File: src/core/csuc_pkg.sv
// Constants, field layout and command codes of the current-sense and user configuration words.
// Assumes one core clock, a synchronous active-low reset and a command port fed by the bus logic.
// Functional notes
// RULE1: Fault-count codes 001..111 mean 3..15 events.
// RULE2: Fault only after selected consecutive qualifying events.
// RULE3: At most one event counted per switching cycle.
// RULE4: Bits 3:2 choose the current-sensing method.
// RULE5: Bits 1:0 choose the sense input range.
// RULE6: Minimum duty is (2*field+2)/512.
// RULE7: Clamp minimum duty only while bit 7 set.
// RULE8: Bit 5 chooses which setpoint strap pin counts.
// RULE9: Disabled low-side drive level follows bit 3.
// RULE10: Bit 2 chooses open-drain or push-pull power-good.
// RULE11: Bit 1 enables the external temperature sensor.
// RULE12: Bit 0 makes external sensor the fault source.
// RULE13: User word loads from strap after reset.
// RULE14: Separate readable writable user word per page.
// RULE15: Host stores user word right after writing; csuc_host_model only writes and reads, no store command exists.
// RULE16: Fault-count code 000 needs one event.
// RULE17: Eventless switching cycle clears the counter.
// RULE18: Unused bits read zero and ignore writes.
package csuc_pkg;

  // ---------------------------------------------------------------
  // Sizes and command codes
  // ---------------------------------------------------------------
  localparam int          NUM_PAGES      = 2;
  localparam int          CNT_W          = 4;
  localparam logic [7:0]  CMD_CS_CFG     = 8'hD0;
  localparam logic [7:0]  CMD_USER_CFG   = 8'hD1;

  // ---------------------------------------------------------------
  // Field positions and masks
  // ---------------------------------------------------------------
  localparam logic [15:0] CS_WR_MASK     = 16'h070F;
  localparam logic [15:0] USER_WR_MASK   = 16'hF8AF;
  localparam int          CS_CNT_LSB     = 8;
  localparam int          CS_METHOD_LSB  = 2;
  localparam int          CS_RANGE_LSB   = 0;
  localparam int          UC_MIN_LSB     = 11;
  localparam int          UC_MIN_EN_BIT  = 7;
  localparam int          UC_VSEL_BIT    = 5;
  localparam int          UC_LSD_BIT     = 3;
  localparam int          UC_PG_PP_BIT   = 2;
  localparam int          UC_XT_EN_BIT   = 1;
  localparam int          UC_XT_FLT_BIT  = 0;

  // ---------------------------------------------------------------
  // Reset values
  // ---------------------------------------------------------------
  localparam logic [15:0] CS_RESET       = 16'h0000;
  localparam logic [15:0] USER_RESET     = 16'h0000;
  localparam logic [CNT_W-1:0] CNT_RESET = 4'h0;

  // ---------------------------------------------------------------
  // Encodings
  // ---------------------------------------------------------------
  typedef enum logic [1:0] {
    CSUC_SENSE_NONE = 2'b00,
    CSUC_SENSE_DOWN = 2'b01,
    CSUC_SENSE_UP   = 2'b10,
    CSUC_SENSE_PSM  = 2'b11
  } csuc_method_t;

  typedef enum logic [1:0] {
    CSUC_RANGE_LOW  = 2'b00,
    CSUC_RANGE_MED  = 2'b01,
    CSUC_RANGE_HIGH = 2'b10,
    CSUC_RANGE_NONE = 2'b11
  } csuc_range_t;

endpackage : csuc_pkg

File: src/core/csuc_qual_if.sv
// Carrier between the register bank and one fault qualifier.
// Assumes both ends run on the core clock.
`timescale 1ns/1ps
interface csuc_qual_if;
  logic                     cycle_end;
  logic                     event_hit;
  logic [2:0]               count_code;
  logic                     fault;
  logic [csuc_pkg::CNT_W-1:0] consec_cnt;

  modport bank (output cycle_end, output event_hit, output count_code,
                input fault, input consec_cnt);
  modport qual (input cycle_end, input event_hit, input count_code,
                output fault, output consec_cnt);
endinterface : csuc_qual_if

File: src/core/csuc_fault_qual.sv
// Consecutive overcurrent or undercurrent event qualifier for one output.
// Assumes event and cycle-end strobes come from logic on the core clock.
`timescale 1ns/1ps
module csuc_fault_qual
  import csuc_pkg::*;
(
  input  wire logic core_clk,
  input  wire logic rst_n,
  csuc_qual_if.qual q
);

  typedef struct packed {
    logic             seen;
    logic [CNT_W-1:0] cnt;
    logic             fault;
  } csuc_qual_st_t;

  csuc_qual_st_t s_q;
  csuc_qual_st_t s_d;
  logic [CNT_W-1:0] need;
  logic             hit;

  always_comb begin
    s_d  = s_q;
    need = {q.count_code, 1'b1};                     // [RULE1] [RULE16]
    hit  = s_q.seen | q.event_hit;
    if (q.cycle_end) begin
      s_d.seen = 1'b0;                               // [RULE3]
      if (hit) begin
        if (s_q.cnt < need) begin
          s_d.cnt = s_q.cnt + 4'h1;                  // [RULE3]
        end
        s_d.fault = (s_d.cnt >= need);               // [RULE2]
      end else begin
        s_d.cnt   = CNT_RESET;                       // [RULE17]
        s_d.fault = 1'b0;
      end
    end else if (q.event_hit) begin
      s_d.seen = 1'b1;
    end
  end

  always_ff @(posedge core_clk) begin
    if (!rst_n) begin
      s_q <= '0;
    end else begin
      s_q <= s_d;
    end
  end

  assign q.fault      = s_q.fault;
  assign q.consec_cnt = s_q.cnt;

endmodule : csuc_fault_qual

File: src/core/csuc_top.sv
// Paged current-sense and user configuration words and the logic they steer.
// Assumes a command port decoded from the bus and strobes on the core clock.
`timescale 1ns/1ps
module csuc_top
  import csuc_pkg::*;
(
  input  wire logic                       core_clk,
  input  wire logic                       rst_n,
  input  wire logic                       cmd_wr,
  input  wire logic                       cmd_rd,
  input  wire logic [0:0]                 cmd_page,
  input  wire logic [7:0]                 cmd_code,
  input  wire logic [15:0]                cmd_wdata,
  output logic      [15:0]                rd_data,
  output logic                            rd_valid,
  input  wire logic [15:0]                cfg_strap_word,
  input  wire logic [NUM_PAGES-1:0]       sw_cycle_end,
  input  wire logic [NUM_PAGES-1:0]       overcurrent_event,
  input  wire logic [NUM_PAGES-1:0]       undercurrent_event,
  output logic      [NUM_PAGES-1:0]       current_fault,
  output logic      [2*NUM_PAGES-1:0]     sense_method,
  output logic      [2*NUM_PAGES-1:0]     sense_range,
  input  wire logic [9*NUM_PAGES-1:0]     duty_cmd,
  output logic      [9*NUM_PAGES-1:0]     duty_out,
  input  wire logic [NUM_PAGES-1:0]       setpoint_strap_pin_a,
  input  wire logic [NUM_PAGES-1:0]       setpoint_strap_pin_b,
  output logic      [NUM_PAGES-1:0]       setpoint_strap_sel,
  input  wire logic [NUM_PAGES-1:0]       output_enabled,
  input  wire logic [NUM_PAGES-1:0]       pwm_low_in,
  output logic      [NUM_PAGES-1:0]       low_side_drive_output,
  input  wire logic [NUM_PAGES-1:0]       power_good_status,
  output logic      [NUM_PAGES-1:0]       power_good_output_o,
  output logic      [NUM_PAGES-1:0]       power_good_output_oe,
  output logic      [NUM_PAGES-1:0]       external_temp_sensor_en,
  input  wire logic [NUM_PAGES-1:0]       ext_temp_fault_in,
  input  wire logic [NUM_PAGES-1:0]       int_temp_fault_in,
  output logic      [NUM_PAGES-1:0]       temp_fault
);

  // ---------------------------------------------------------------
  // State
  // ---------------------------------------------------------------
  typedef struct packed {
    logic [NUM_PAGES-1:0][15:0] user_w;
    logic [NUM_PAGES-1:0][15:0] cs_w;
    logic                       init_done;
    logic [15:0]                rdata;
    logic                       rvalid;
    logic [15:0]                strap_s1;
    logic [15:0]                strap_s2;
    logic [NUM_PAGES-1:0]       pin_a_s1;
    logic [NUM_PAGES-1:0]       pin_a_s2;
    logic [NUM_PAGES-1:0]       pin_b_s1;
    logic [NUM_PAGES-1:0]       pin_b_s2;
  } csuc_top_st_t;

  csuc_top_st_t s_q;
  csuc_top_st_t s_d;

  // ---------------------------------------------------------------
  // Register access
  // ---------------------------------------------------------------
  always_comb begin
    s_d          = s_q;
    s_d.strap_s1 = cfg_strap_word;
    s_d.strap_s2 = s_q.strap_s1;
    s_d.pin_a_s1 = setpoint_strap_pin_a;
    s_d.pin_a_s2 = s_q.pin_a_s1;
    s_d.pin_b_s1 = setpoint_strap_pin_b;
    s_d.pin_b_s2 = s_q.pin_b_s1;
    s_d.rvalid   = 1'b0;
    if (!s_q.init_done) begin
      s_d.init_done = 1'b1;
      for (int p = 0; p < NUM_PAGES; p++) begin
        s_d.user_w[p] = s_q.strap_s2 & USER_WR_MASK;          // [RULE13] [RULE18]
      end
    end else if (cmd_wr) begin
      if (cmd_code == CMD_USER_CFG) begin
        s_d.user_w[cmd_page] = cmd_wdata & USER_WR_MASK;      // [RULE14] [RULE18]
      end else if (cmd_code == CMD_CS_CFG) begin
        s_d.cs_w[cmd_page] = cmd_wdata & CS_WR_MASK;          // [RULE18]
      end
    end
    if (cmd_rd) begin
      s_d.rvalid = 1'b1;
      if (cmd_code == CMD_USER_CFG) begin
        s_d.rdata = s_q.user_w[cmd_page];                     // [RULE14]
      end else if (cmd_code == CMD_CS_CFG) begin
        s_d.rdata = s_q.cs_w[cmd_page];
      end else begin
        s_d.rdata = 16'h0000;
      end
    end
    // Synchronisers keep running in reset so the strap value is ready at release.
    if (!rst_n) begin
      s_d          = '0;
      s_d.strap_s1 = cfg_strap_word;
      s_d.strap_s2 = s_q.strap_s1;
      s_d.pin_a_s1 = setpoint_strap_pin_a;
      s_d.pin_a_s2 = s_q.pin_a_s1;
      s_d.pin_b_s1 = setpoint_strap_pin_b;
      s_d.pin_b_s2 = s_q.pin_b_s1;
    end
  end

  always_ff @(posedge core_clk) begin
    s_q <= s_d;
  end

  assign rd_data  = s_q.rdata;
  assign rd_valid = s_q.rvalid;

  // ---------------------------------------------------------------
  // Per-page datapath
  // ---------------------------------------------------------------
  for (genvar p = 0; p < NUM_PAGES; p++) begin : g_page
    csuc_qual_if qif ();
    logic [15:0] uw;
    logic [15:0] cw;
    logic [8:0]  min_duty;
    logic [8:0]  dc;

    assign uw             = s_q.user_w[p];
    assign cw             = s_q.cs_w[p];
    assign qif.cycle_end  = sw_cycle_end[p];
    assign qif.event_hit  = overcurrent_event[p] | undercurrent_event[p];
    assign qif.count_code = cw[CS_CNT_LSB +: 3];                        // [RULE1]

    csuc_fault_qual u_qual (
      .core_clk (core_clk),
      .rst_n    (rst_n),
      .q        (qif.qual)
    );

    assign current_fault[p]        = qif.fault;                         // [RULE2]
    assign sense_method[2*p +: 2]  = cw[CS_METHOD_LSB +: 2];            // [RULE4]
    assign sense_range[2*p +: 2]   = cw[CS_RANGE_LSB +: 2];             // [RULE5]

    assign min_duty = {3'h0, uw[UC_MIN_LSB +: 5], 1'b0} + 9'h002;       // [RULE6]
    assign dc       = duty_cmd[9*p +: 9];
    assign duty_out[9*p +: 9] =
      (uw[UC_MIN_EN_BIT] && (dc < min_duty)) ? min_duty : dc;           // [RULE7]

    assign setpoint_strap_sel[p] =
      uw[UC_VSEL_BIT] ? s_q.pin_b_s2[p] : s_q.pin_a_s2[p];              // [RULE8]

    assign low_side_drive_output[p] =
      output_enabled[p] ? pwm_low_in[p] : uw[UC_LSD_BIT];               // [RULE9]

    assign power_good_output_o[p]  =
      uw[UC_PG_PP_BIT] ? power_good_status[p] : 1'b0;                   // [RULE10]
    assign power_good_output_oe[p] =
      uw[UC_PG_PP_BIT] ? 1'b1 : ~power_good_status[p];                  // [RULE10]

    assign external_temp_sensor_en[p] = uw[UC_XT_EN_BIT];               // [RULE11]
    assign temp_fault[p] =
      uw[UC_XT_FLT_BIT] ? ext_temp_fault_in[p] : int_temp_fault_in[p];  // [RULE12]
  end

endmodule : csuc_top

File: config.mk
export PLATFORM = sky130hd
export DESIGN_NAME = csuc_top
export DESIGN_NICKNAME = d
export VERILOG_FILES = /design/src/core/csuc_pkg.sv /design/src/core/csuc_qual_if.sv /design/src/core/csuc_fault_qual.sv /design/src/core/csuc_top.sv
export SDC_FILE = /design/constraint.sdc
export NUM_CORES = 1
export LEC_CHECK = 0
export BUFFER_PORTS_ARGS = -buffer_cell sky130_fd_sc_hd__clkbuf_2
export CAP_MARGIN = 20
export CORE_ASPECT_RATIO = 1.75
export CORE_UTILIZATION = 51
export CTS_CLUSTER_SIZE = 12
export DETAILED_ROUTE_END_ITERATION = 8
export HOLD_SLACK_MARGIN = 0.05
export PLACE_DENSITY = 0.89
export SETUP_SLACK_MARGIN = 0.15
export SLEW_MARGIN = 40
export SYNTH_ARGS = -nofsm -noshare
export SYNTH_HDL_FRONTEND = slang
export SYNTH_SLANG_ARGS = --single-unit
File: constraint.sdc
create_clock -name core_clk -period 3.6 [get_ports core_clk]
set_clock_uncertainty 0.2 [all_clocks]
set_input_delay 0.36 -clock core_clk [delete_from_list [all_inputs] [get_ports core_clk]]
set_output_delay 0.36 -clock core_clk [all_outputs]
set_load 0.01 [all_outputs]
After elaboration in Yosys (flattened, before gate mapping)
Cells that the tools add are included.

word-level totals
  flip-flop bits (word level) = 134
  input bits = 83
  output and inout bits = 57
  logic and storage cells = 91

cells by class
  add/sub/neg operators = 4
  magnitude comparators = 8
  eq/ne operators = 4
  multiplexer cells = 37
  bitwise gates (word level) = 8
  reduce and logical (&&, ||, !) cells = 9

operators with widths
  kind                                                        count
  two-way mux 32 bit                                          4
  two-way mux 16 bit                                          7
  bitwise mux 32 bit                                          2
  two-way mux 64 bit                                          1
  two-way mux 58 bit                                          1
  two-way mux 4 bit                                           6
  less-than comparator 9 x 7 -> 1 bit                         2
  two-way mux 9 bit                                           2
  two-way mux 17 bit                                          1
  demux 16 bit (select 1 bit)                                 1
  equality test 8 bit, second input constant                  2
  adder 6 x 2 -> 7 bit, second input constant                 2
  two-way mux 1 bit                                           10
  two-way mux 5 bit                                           2
  adder 4 x 1 -> 4 bit, second input constant                 2
  >= comparator 4 bit                                         2
  less-than comparator 4 bit                                  2
  AND reduction 2 bit                                         3
  NOT 1 bit                                                   4
  bitwise OR 1 bit                                            4
  AND reduction 4 bit                                         1
  OR reduction 2 bit                                          2
  logical AND 1 bit                                           3
  less-than comparator 1 x 2 -> 1 bit, second input constant  1
  other kinds (3)                                             3

Logic depth before layout (Yosys ltp)
Gate-level depths: netlist of the first run.

  word-level depth = 9
  depth in mapped cells = 10
  gate-level depth less buffers = 10

By module
From an unflattened synthesis of the first run, not the netlist that was laid out.

second synthesis, totals
  cells, all modules = 490
  area, all modules = 4,683.2 µm²

by module, submodules not included
  module           instances  cells an instance  area an instance (µm²)  sequential area each (µm²)
  csuc_top         1          364                3,644.7                 1,641.6
  csuc_fault_qual  2          63                 519.2                   120.1

Least setup slack after synthesis of the first run
No wires, ideal clock.

  kind = register -> output
  start = register s_q, in the netlist g_page[1].uw[11]
  end = output duty_out[11]
  data arrival time = 2,097 ps
  data required time = 3,040 ps
  setup slack = 943 ps
  cell stages (with the launch flop) = 8
  path buffers = 0
  cells stage by stage = dfxtp_1 > nand3_1 > or2_2 > ha_1 > nor4b_1 > nand3_1 > a41oi_2 > mux2_2

on the way
  cells in the longest elaborated chain, start to end = 4

ends and longest elaborated chain
  what                                 line             text
  from (decl)                          csuc_top.sv:57   csuc_top_st_t s_q;
  from (signal assigned)               csuc_top.sv:107  s_q <= s_d;
  adder 6 x 2 -> 7 bit *               csuc_top.sv:139  assign min_duty = {3'h0, uw[UC_MIN_LSB +: 5], 1'b0} + 9'h002;
  less-than comparator 9 x 7 -> 1 bit  csuc_top.sv:142  (uw[UC_MIN_EN_BIT] && (dc < min_duty)) ? min_duty : dc;
  logical AND 1 bit                    csuc_top.sv:142
  two-way mux 9 bit *                  csuc_top.sv:142
  to (decl)                            csuc_top.sv:24   output logic [9*NUM_PAGES-1:0] duty_out,

Mark *: on every way between the ends. The rest lies on a longest branch, timed or not.

Worst setup path after layout of the first run
  start = register s_q, in the netlist g_page[1].uw[13]
  end = output duty_out[11]

on the way
  cells in the longest elaborated chain, start to end = 4

ends and longest elaborated chain
  what                                 line
  adder 6 x 2 -> 7 bit                 csuc_top.sv:139
  less-than comparator 9 x 7 -> 1 bit  csuc_top.sv:142
  logical AND 1 bit                    csuc_top.sv:142
  two-way mux 9 bit                    csuc_top.sv:142

Every way passes these cells.

==> run_results.csv, run 1 <==
group,metric,value,unit
layout,nFillCells,724,
floorplan,die_w,73.48,um
detailed_routing,routedWlPerCell,15.51,um
timing,slew_viol_final,0,
floorplan,die_area,0.009337,mm2
timing,rsz0062_at_grt,"false",
layout,area_growth,22.42,%
setup_path,path_cells,"nand3_1 > or2_2 > ha_1 > nor4b_1 > nand3_1 > a41oi_4 > mux2_2 > clkbuf_2",
synth,yosys-top-cells-area,"dfxtp_1 (41%), mux2i_1 (7.5%), ha_1 (7.1%), a221o_1 (4.8%), buf_4 (4.6%)",
timing,hold_slack,0.09403,ns
synth,synth-seq-area-share,41.27,%
synth,synth.ff_latch_count,94,
detailed_routing,via_count,3746,
timing,period_needed,3.340,ns
setup_path,crit_path_top_delay_cell,"dfxtp_1",
worst_hold_path,hold_path.class,"input port to flop",
floorplan,core_area,0.008671,mm2
clock_tree,cts_root_buffer,"clkbuf_16",
clock_tree,clk_latency,0.34,ns
clock_tree,cts_sinks,94,
setup_path,crit_type,"flop to output pin",
setup_path,crit_buf_inv,1,
floorplan,io_pins,140,
synth,synth_top_area_share,41.27,%
clock_tree,clk_pin_slew,0.06,ns
grt,busiest_layer,"met2",
clock_tree,cts_buffers,9,
grt,grt_use_met2,43.87,%
floorplan,initial_core_util,52.58,%
detailed_routing,drc,0,
timing,period_share,92.79,%
synth,postSynthAreaPerCell,10.09,um2
synth,synth_edf_count,0,
grt,gr-total-overflow,0,
setup_path,crit_arrival,2.78,ns
detailed_routing,drtIter0Drc,208,
status,status,"complete, no violations",
placed_design,post-dp-hpwl,8063,um
layout,final_nets,673,
grt,grtUsageMet1,22.23,%
grt,grt_max_degree,39,
floorplan,die_y,127.1,um
timing,final_hold_viol_count,0,
power,power-per-cell-area,439.3,mW/mm2
synth,yosys.area.top_type,"dfxtp_1",
timing,setup_ws,0.2596,ns
detailed_routing,antenna_left,0,
detailed_routing,routed_wirelength,10640,um
synth,synthFlopType,"dfxtp_1",
timing,final-setup-viol-count,0,
synth,synth_cell_types,48,
setup_path,critPathRequiredTime,3.04,ns
timing,max_slew.worst_pin.slew,0.8362,ns
setup_path,cp_top_family,"simple AND/OR/NAND/NOR gates",
timing,fmax,299.4,MHz
detailed_routing,drt-pass1-iter-count,4,
layout,layout-drive-gt1-share,29.53,%
placed_design,place_congestion,0.8545,
power,fin_total_pwr,2.452,mW
power,p_leak,2.453,nW
synth,netlist_area,0.004559,mm2
timing,relSlewSlack,44.14,%
setup_path,start_kind,"flop",
setup_path,critical_path.endpoint_type,"output pin",
synth,yosysWarnings,0,
grt,grt_pass1_vias,3590,
power,peakVddDrop,0.3207,mV
grt,grtUsageTotal,22.76,%
synth,synth-async-reset-ratio,0,%
layout,n_antenna_cell,0,
clock_tree,cts_buffer_depth,2,
flow_run,max-cap-violations,0,
layout,final_cell_mix,"clkbuf_2 (130), dfxtp_1 (94), mux2i_1 (34)",
synth,synth_cells,452,
placed_design,pre_cts_slack,0.5469,ns
detailed_routing,avgViaCountPerCell,5.461,
setup_path,crit_top_cell,"nand3_1",
timing,tns,0,ns
grt,grt.met3_usage,3.785,%
clock_tree,htree_num_levels,3,
placed_design,port_buffers,130,
setup_path,slowest_delay,0.43,ns
clock_tree,cts_tree,"yes",
layout,final_common_cell,"clkbuf_2",
floorplan,rows,45,
grt,antenna_found_initial,0,
grt,grt_pass1_wl,16150,um
setup_path,cp_max_fo,7,
## metal layers
layer	vias up	wire [um]
li1	1829	-
met2	107	5988
met4	0	262
met1	1790	3993
met3	20	397
met5	-	0
## tightest hold or removal path, cell delays in order
cell      delay (ns)
clkbuf_2        0.09
mux2i_1         0.06
nor2b_1         0.09
## final timing paths
| path | start | end | slack (ns) | cells after the start |
|---|---|---|---|---|
| min | cmd_wdata[10] | g_page[1].cw[10] | 0.09 | 3 |
| max reg2reg | g_page[1].cw[8] | g_page[1].u_qual.q.fault | 0.55 | 10 |
| max | g_page[1].uw[13] | duty_out[11] | 0.26 | 8 |
| min reg2reg | s_q[25] | s_q[9] | 0.13 | 0 |
## cell type report
cell class | count | area [um2] | area share [%]
clock inverter | 5 | 57.56 | 1.031
clock buffer | 11 | 252.7 | 4.528
sequential | 94 | 1882 | 33.71
inverter | 24 | 90.09 | 1.614
tap | 117 | 146.4 | 2.623
timing repair buffer | 145 | 800.8 | 14.35
multi-input combinational | 290 | 2352 | 42.14
## synthesized netlist by cell type, types with 6 or more instances
cell type  count
a31oi_1        8
and2_1        14
clkbuf_1      13
mux2_2        10
mux2i_1       34
o21a_1         6
inv_1         24
a21oi_1        8
a21o_1         6
buf_4         28
nand2b_1       8
ha_1          26
nor2b_1       20
nand3_1       12
nand2_1       32
xnor2_1        7
and3_1        12
a221o_1       22
o21ai_0       14
dfxtp_1       94
## stage by stage
step / area [um2] / utilization [%] / std cells
6_report: 5582 / 64.37 / 686
2_1_floorplan: 4563 / - / 453
4_1_cts: 5553 / 64.04 / 686
3_3_place_gp: 5077 / 58.56 / 655
5_1_grt: 5582 / 64.37 / 686
3_5_place_dp: 5092 / 58.73 / 655
## flip-flops by register name, summed over array words and instances (netlist names)
| name | cells |
|---|---|
| s_q | 31 |
| g_page.uw | 22 |
| g_page.cw | 14 |
| rd_data | 14 |
| g_page.u_qual.q.consec_cnt | 8 |
| g_page.u_qual.q.fault | 2 |
| g_page.u_qual.s_q | 2 |
| rd_valid | 1 |
## kinds of logic (layout without fill, tap and decap cells)
kind of cell | after synthesis | count (layout) | share of synthesized area [%]
buffers and inverters | 69 | 185 | 8.178
other | 1 | 2 | 0.08225
and+or+nand+nor | 120 | 120 | 15.29
AOI/OAI and AO/OA | 84 | 84 | 14.22
DFF | 94 | 94 | 41.27
xor gates and xnor gates | 10 | 10 | 1.921
adders and majority gates | 26 | 26 | 7.135
muxes | 48 | 48 | 11.91
## where the power goes
group          switching [mW]  internal, mW  total [mW]  leakage, nW
clock network           0.398         0.575       0.973        0.144
logic                   0.179         0.175       0.353         1.53
registers              0.0383          1.09        1.13        0.775
total                   0.615          1.84        2.45         2.45
## what timing repair did
item | 4_1_cts | 5_1_grt
buffers inserted | 0 | 0
setup endpoints to repair | 0 | 3
gates resized for setup | 0 | 2
hold buffers | 15 | 0
hold endpoints to repair | 15 | 0
Power figures use the tool's default switching activity.
==> run 2: changes to the inputs <==
ABC_AREA = 1   (was not set)
CORE_UTILIZATION = 52   (was 51)
PLACE_DENSITY = 0.9   (was 0.89)
==> run 2 against run 1 <==
Synthesized cell count up 39%. Register-to-register slack better by 0.61 ns. Global-route usage up 3.1 points. Wire length up 10%. Via count up 20%. Synthesized area up 3.8%. Core utilization up 0.36 points. Non-clock buffer count up 4. Sequential power about the same. First-iteration DRC count up 0.96%. Hold slack worse by 0.030 ns. Fmax up 14%. Critical path type unchanged. Largest power group unchanged.
==> run_results.csv, run 2 <==
group,metric,value,unit
floorplan,initial_core_util,54.25,%
synth,synth_top_area_share,39.75,%
setup_path,crit_path_top_delay_cell,"dfxtp_1",
layout,fin_util,64.73,%
placed_design,port_buffers,130,
setup_path,reg2reg_to,"g_page[0].u_qual.q.fault",
synth,synth.ff_latch_count,94,
setup_path,slowest_delay,0.44,ns
layout,n_antenna_cell,0,
layout,final_cell_mix,"clkbuf_2 (130), nand2_1 (128), dfxtp_1 (94)",
clock_tree,cts_sinks,94,
setup_path,critPathRequiredTime,3.04,ns
timing,tns,0,ns
detailed_routing,antenna_left,0,
clock_tree,clk_pin_slew,0.06,ns
layout,layout-drive-gt1-share,22.07,%
detailed_routing,routed_wirelength,11710,um
layout,area_growth,19.32,%
setup_path,crit_arrival,2.37,ns
worst_hold_path,hold_end,"g_page[0].cw[3]",
clock_tree,cts_setup_buffers,0,
grt,grtUsageTotal,25.89,%
timing,fmax,341.4,MHz
clock_tree,htree_num_levels,3,
clock_tree,cts_buffer_depth,2,
detailed_routing,avgViaCountPerCell,5.213,
setup_path,reg2reg_from,"g_page[0].cw[10]",
synth,postSynthAreaPerCell,7.515,um2
synth,yosys.cell_count.top_type,"nand2_1",
layout,regMostFlops,"s_q",
synth,synth_cells,630,
status,status,"complete, no violations",
clock_tree,cts_tree,"yes",
setup_path,cp_max_fo,12,
detailed_routing,drc,0,
synth,synthFlopType,"dfxtp_1",
placed_design,place_congestion,0.8684,
synth,synth_common_cells,"nand2_1 (128), dfxtp_1 (94), inv_1 (88)",
layout,final_nets,847,
setup_path,start_kind,"flop",
worst_hold_path,hold_path.class,"input port to flop",
worst_hold_path,min_delay_path_depth,2,
power,p_leak,2.814,nW
placed_design,post-dp-hpwl,8597,um
setup_path,r2r_slack,1.16,ns
synth,yosys-top-cells-area,"dfxtp_1 (40%), nand2_1 (10%), inv_1 (7.0%), ha_1 (6.9%), o21ai_0 (5.0%)",
synth,synth_cell_types,38,
floorplan,core_area,0.008727,mm2
timing,relSlewSlack,49.61,%
synth,yosys.area.top_type,"dfxtp_1",
layout,largest_reg_flops,31,
floorplan,die_w,74.13,um
clock_tree,clk_latency,0.34,ns
flow_run,max-cap-violations,0,
timing,period_needed,2.929,ns
timing,rsz0062_at_grt,"false",
timing,slew_viol_final,0,
setup_path,critical_path.endpoint_type,"output pin",
timing,setup_ws,0.6712,ns
worst_hold_path,hold_start,"cmd_wdata[3]",
synth,netlist_area,0.004735,mm2
timing,period_share,81.36,%
detailed_routing,via_count,4483,
floorplan,rows,45,
grt,gr-total-overflow,0,
synth,synth-seq-area-share,39.75,%
clock_tree,cts_root_buffer,"clkbuf_16",
floorplan,io_pins,140,
synth,synth_edf_count,0,
synth,yosysWarnings,0,
setup_path,worstRegToRegCells,14,
floorplan,die_area,0.009506,mm2
grt,antenna_found_initial,0,
layout,nFillCells,712,
synth,synth-async-reset-ratio,0,%
detailed_routing,drt-pass1-iter-count,4,
grt,grt_pass1_wl,18730,um
power,power-per-cell-area,446.6,mW/mm2
layout,final_common_cell,"clkbuf_2",
timing,final-setup-viol-count,0,
timing,hold_slack,0.06381,ns
grt,grt_max_degree,30,
placed_design,pre_cts_slack,1.054,ns
detailed_routing,drtIter0Drc,210,
timing,max_slew.worst_pin.slew,0.7531,ns
setup_path,path_cells,"nand3_1 > xor2_1 > ha_1 > a21oi_1 > nand2_1 > nand3_1 > nand2_1 > o21ai_0 > clkbuf_2",
timing,final_hold_viol_count,0,
floorplan,die_y,128.2,um
detailed_routing,routedWlPerCell,13.62,um
power,peakVddDrop,0.4296,mV
clock_tree,cts_buffers,9,
grt,grt_pass1_vias,4352,
setup_path,crit_type,"flop to output pin",
-- run 2: cell count changes after synthesis, moves of 20 or more --
cell	delta
inv_1	+64
nand2_1	+96
a221o_1	-22
nor2_1	+56
a21oi_1	+29
o21ai_0	+33
mux2i_1	-34
nor2b_1	-20
-- run 2: critical path, delay by kind of cell, from the launching register on --
| family | cells | cell delay (ns) |
|---|---|---|
| AOI/OAI and AO/OA | 2 | 0.44 |
| xor gates and xnor gates | 1 | 0.18 |
| adders and majority gates | 1 | 0.30 |
| buffers and inverters | 1 | 0.18 |
| DFF | 1 | 0.44 |
| and+or+nand+nor | 4 | 0.49 |
-- run 2: layer usage --
metal	wire, um	share of wire (%)	GRT usage, %	vias to the layer above
li1	-	-	-	2208
met5	0	0	0	-
met2	6149	53	45.67	187
met1	4267	36	26.50	2039
met3	698	6.0	4.953	49
met4	594	5.1	17.76	0
-- run 2: stage by stage --
step,instances,area (um2),power (mW)
2_1_floorplan,631,4738,1.495
3_3_place_gp,826,5192,1.602
3_5_place_dp,826,5192,1.634
4_1_cts,860,5649,2.533
5_1_grt,860,5649,2.652
6_report,860,5649,2.523
-- run 2: timing repair --
item | 4_1_cts | 5_1_grt
gates resized for setup | 0 | 0
endpoints found under the hold margin | 18 | 0
hold buffers | 18 | 0
-- run 2: worst max path at each step --
stage,from,end,slack (ns)
after floorplan,g_page[0].uw[13],duty_out[1],1.31
after global placement,g_page[1].uw[11],duty_out[12],1.21
after detailed placement,g_page[1].uw[11],duty_out[14],1.05
after CTS,g_page[1].uw[11],duty_out[14],0.68
after global routing,g_page[1].uw[11],duty_out[15],0.52
final,g_page[1].uw[13],duty_out[14],0.67
-- run 2: area by class of cell --
| cell class | count | area (um2) | area share (%) |
|---|---|---|---|
| Multi-Input combinational cell | 394 | 2168 | 38.38 |
| Sequential cell | 94 | 1882 | 33.31 |
| Timing Repair Buffer | 149 | 838.3 | 14.84 |
| Inverter | 90 | 337.8 | 5.980 |
| Clock buffer | 12 | 246.5 | 4.363 |
| Tap cell | 117 | 146.4 | 2.591 |
| Clock inverter | 4 | 30.03 | 0.5316 |
-- run 2: report_power, final --
part,switching [mW],internal (mW)
Combinational,0.292,0.204
Sequential,0.0428,1.10
Clock,0.394,0.491
-- run 2: logic make-up (layout without fill, tap and decap cells) --
family	after synthesis	count (layout)	synth area share [%]
buffers and inverters	143	255	14.53
DFF	94	94	39.75
muxes	3	3	0.7135
xor gates and xnor gates	10	10	1.850
AOI/OAI and AO/OA	127	127	15.67
and+or+nand+nor	226	226	20.53
other	1	2	0.07921
adders and majority gates	26	26	6.871
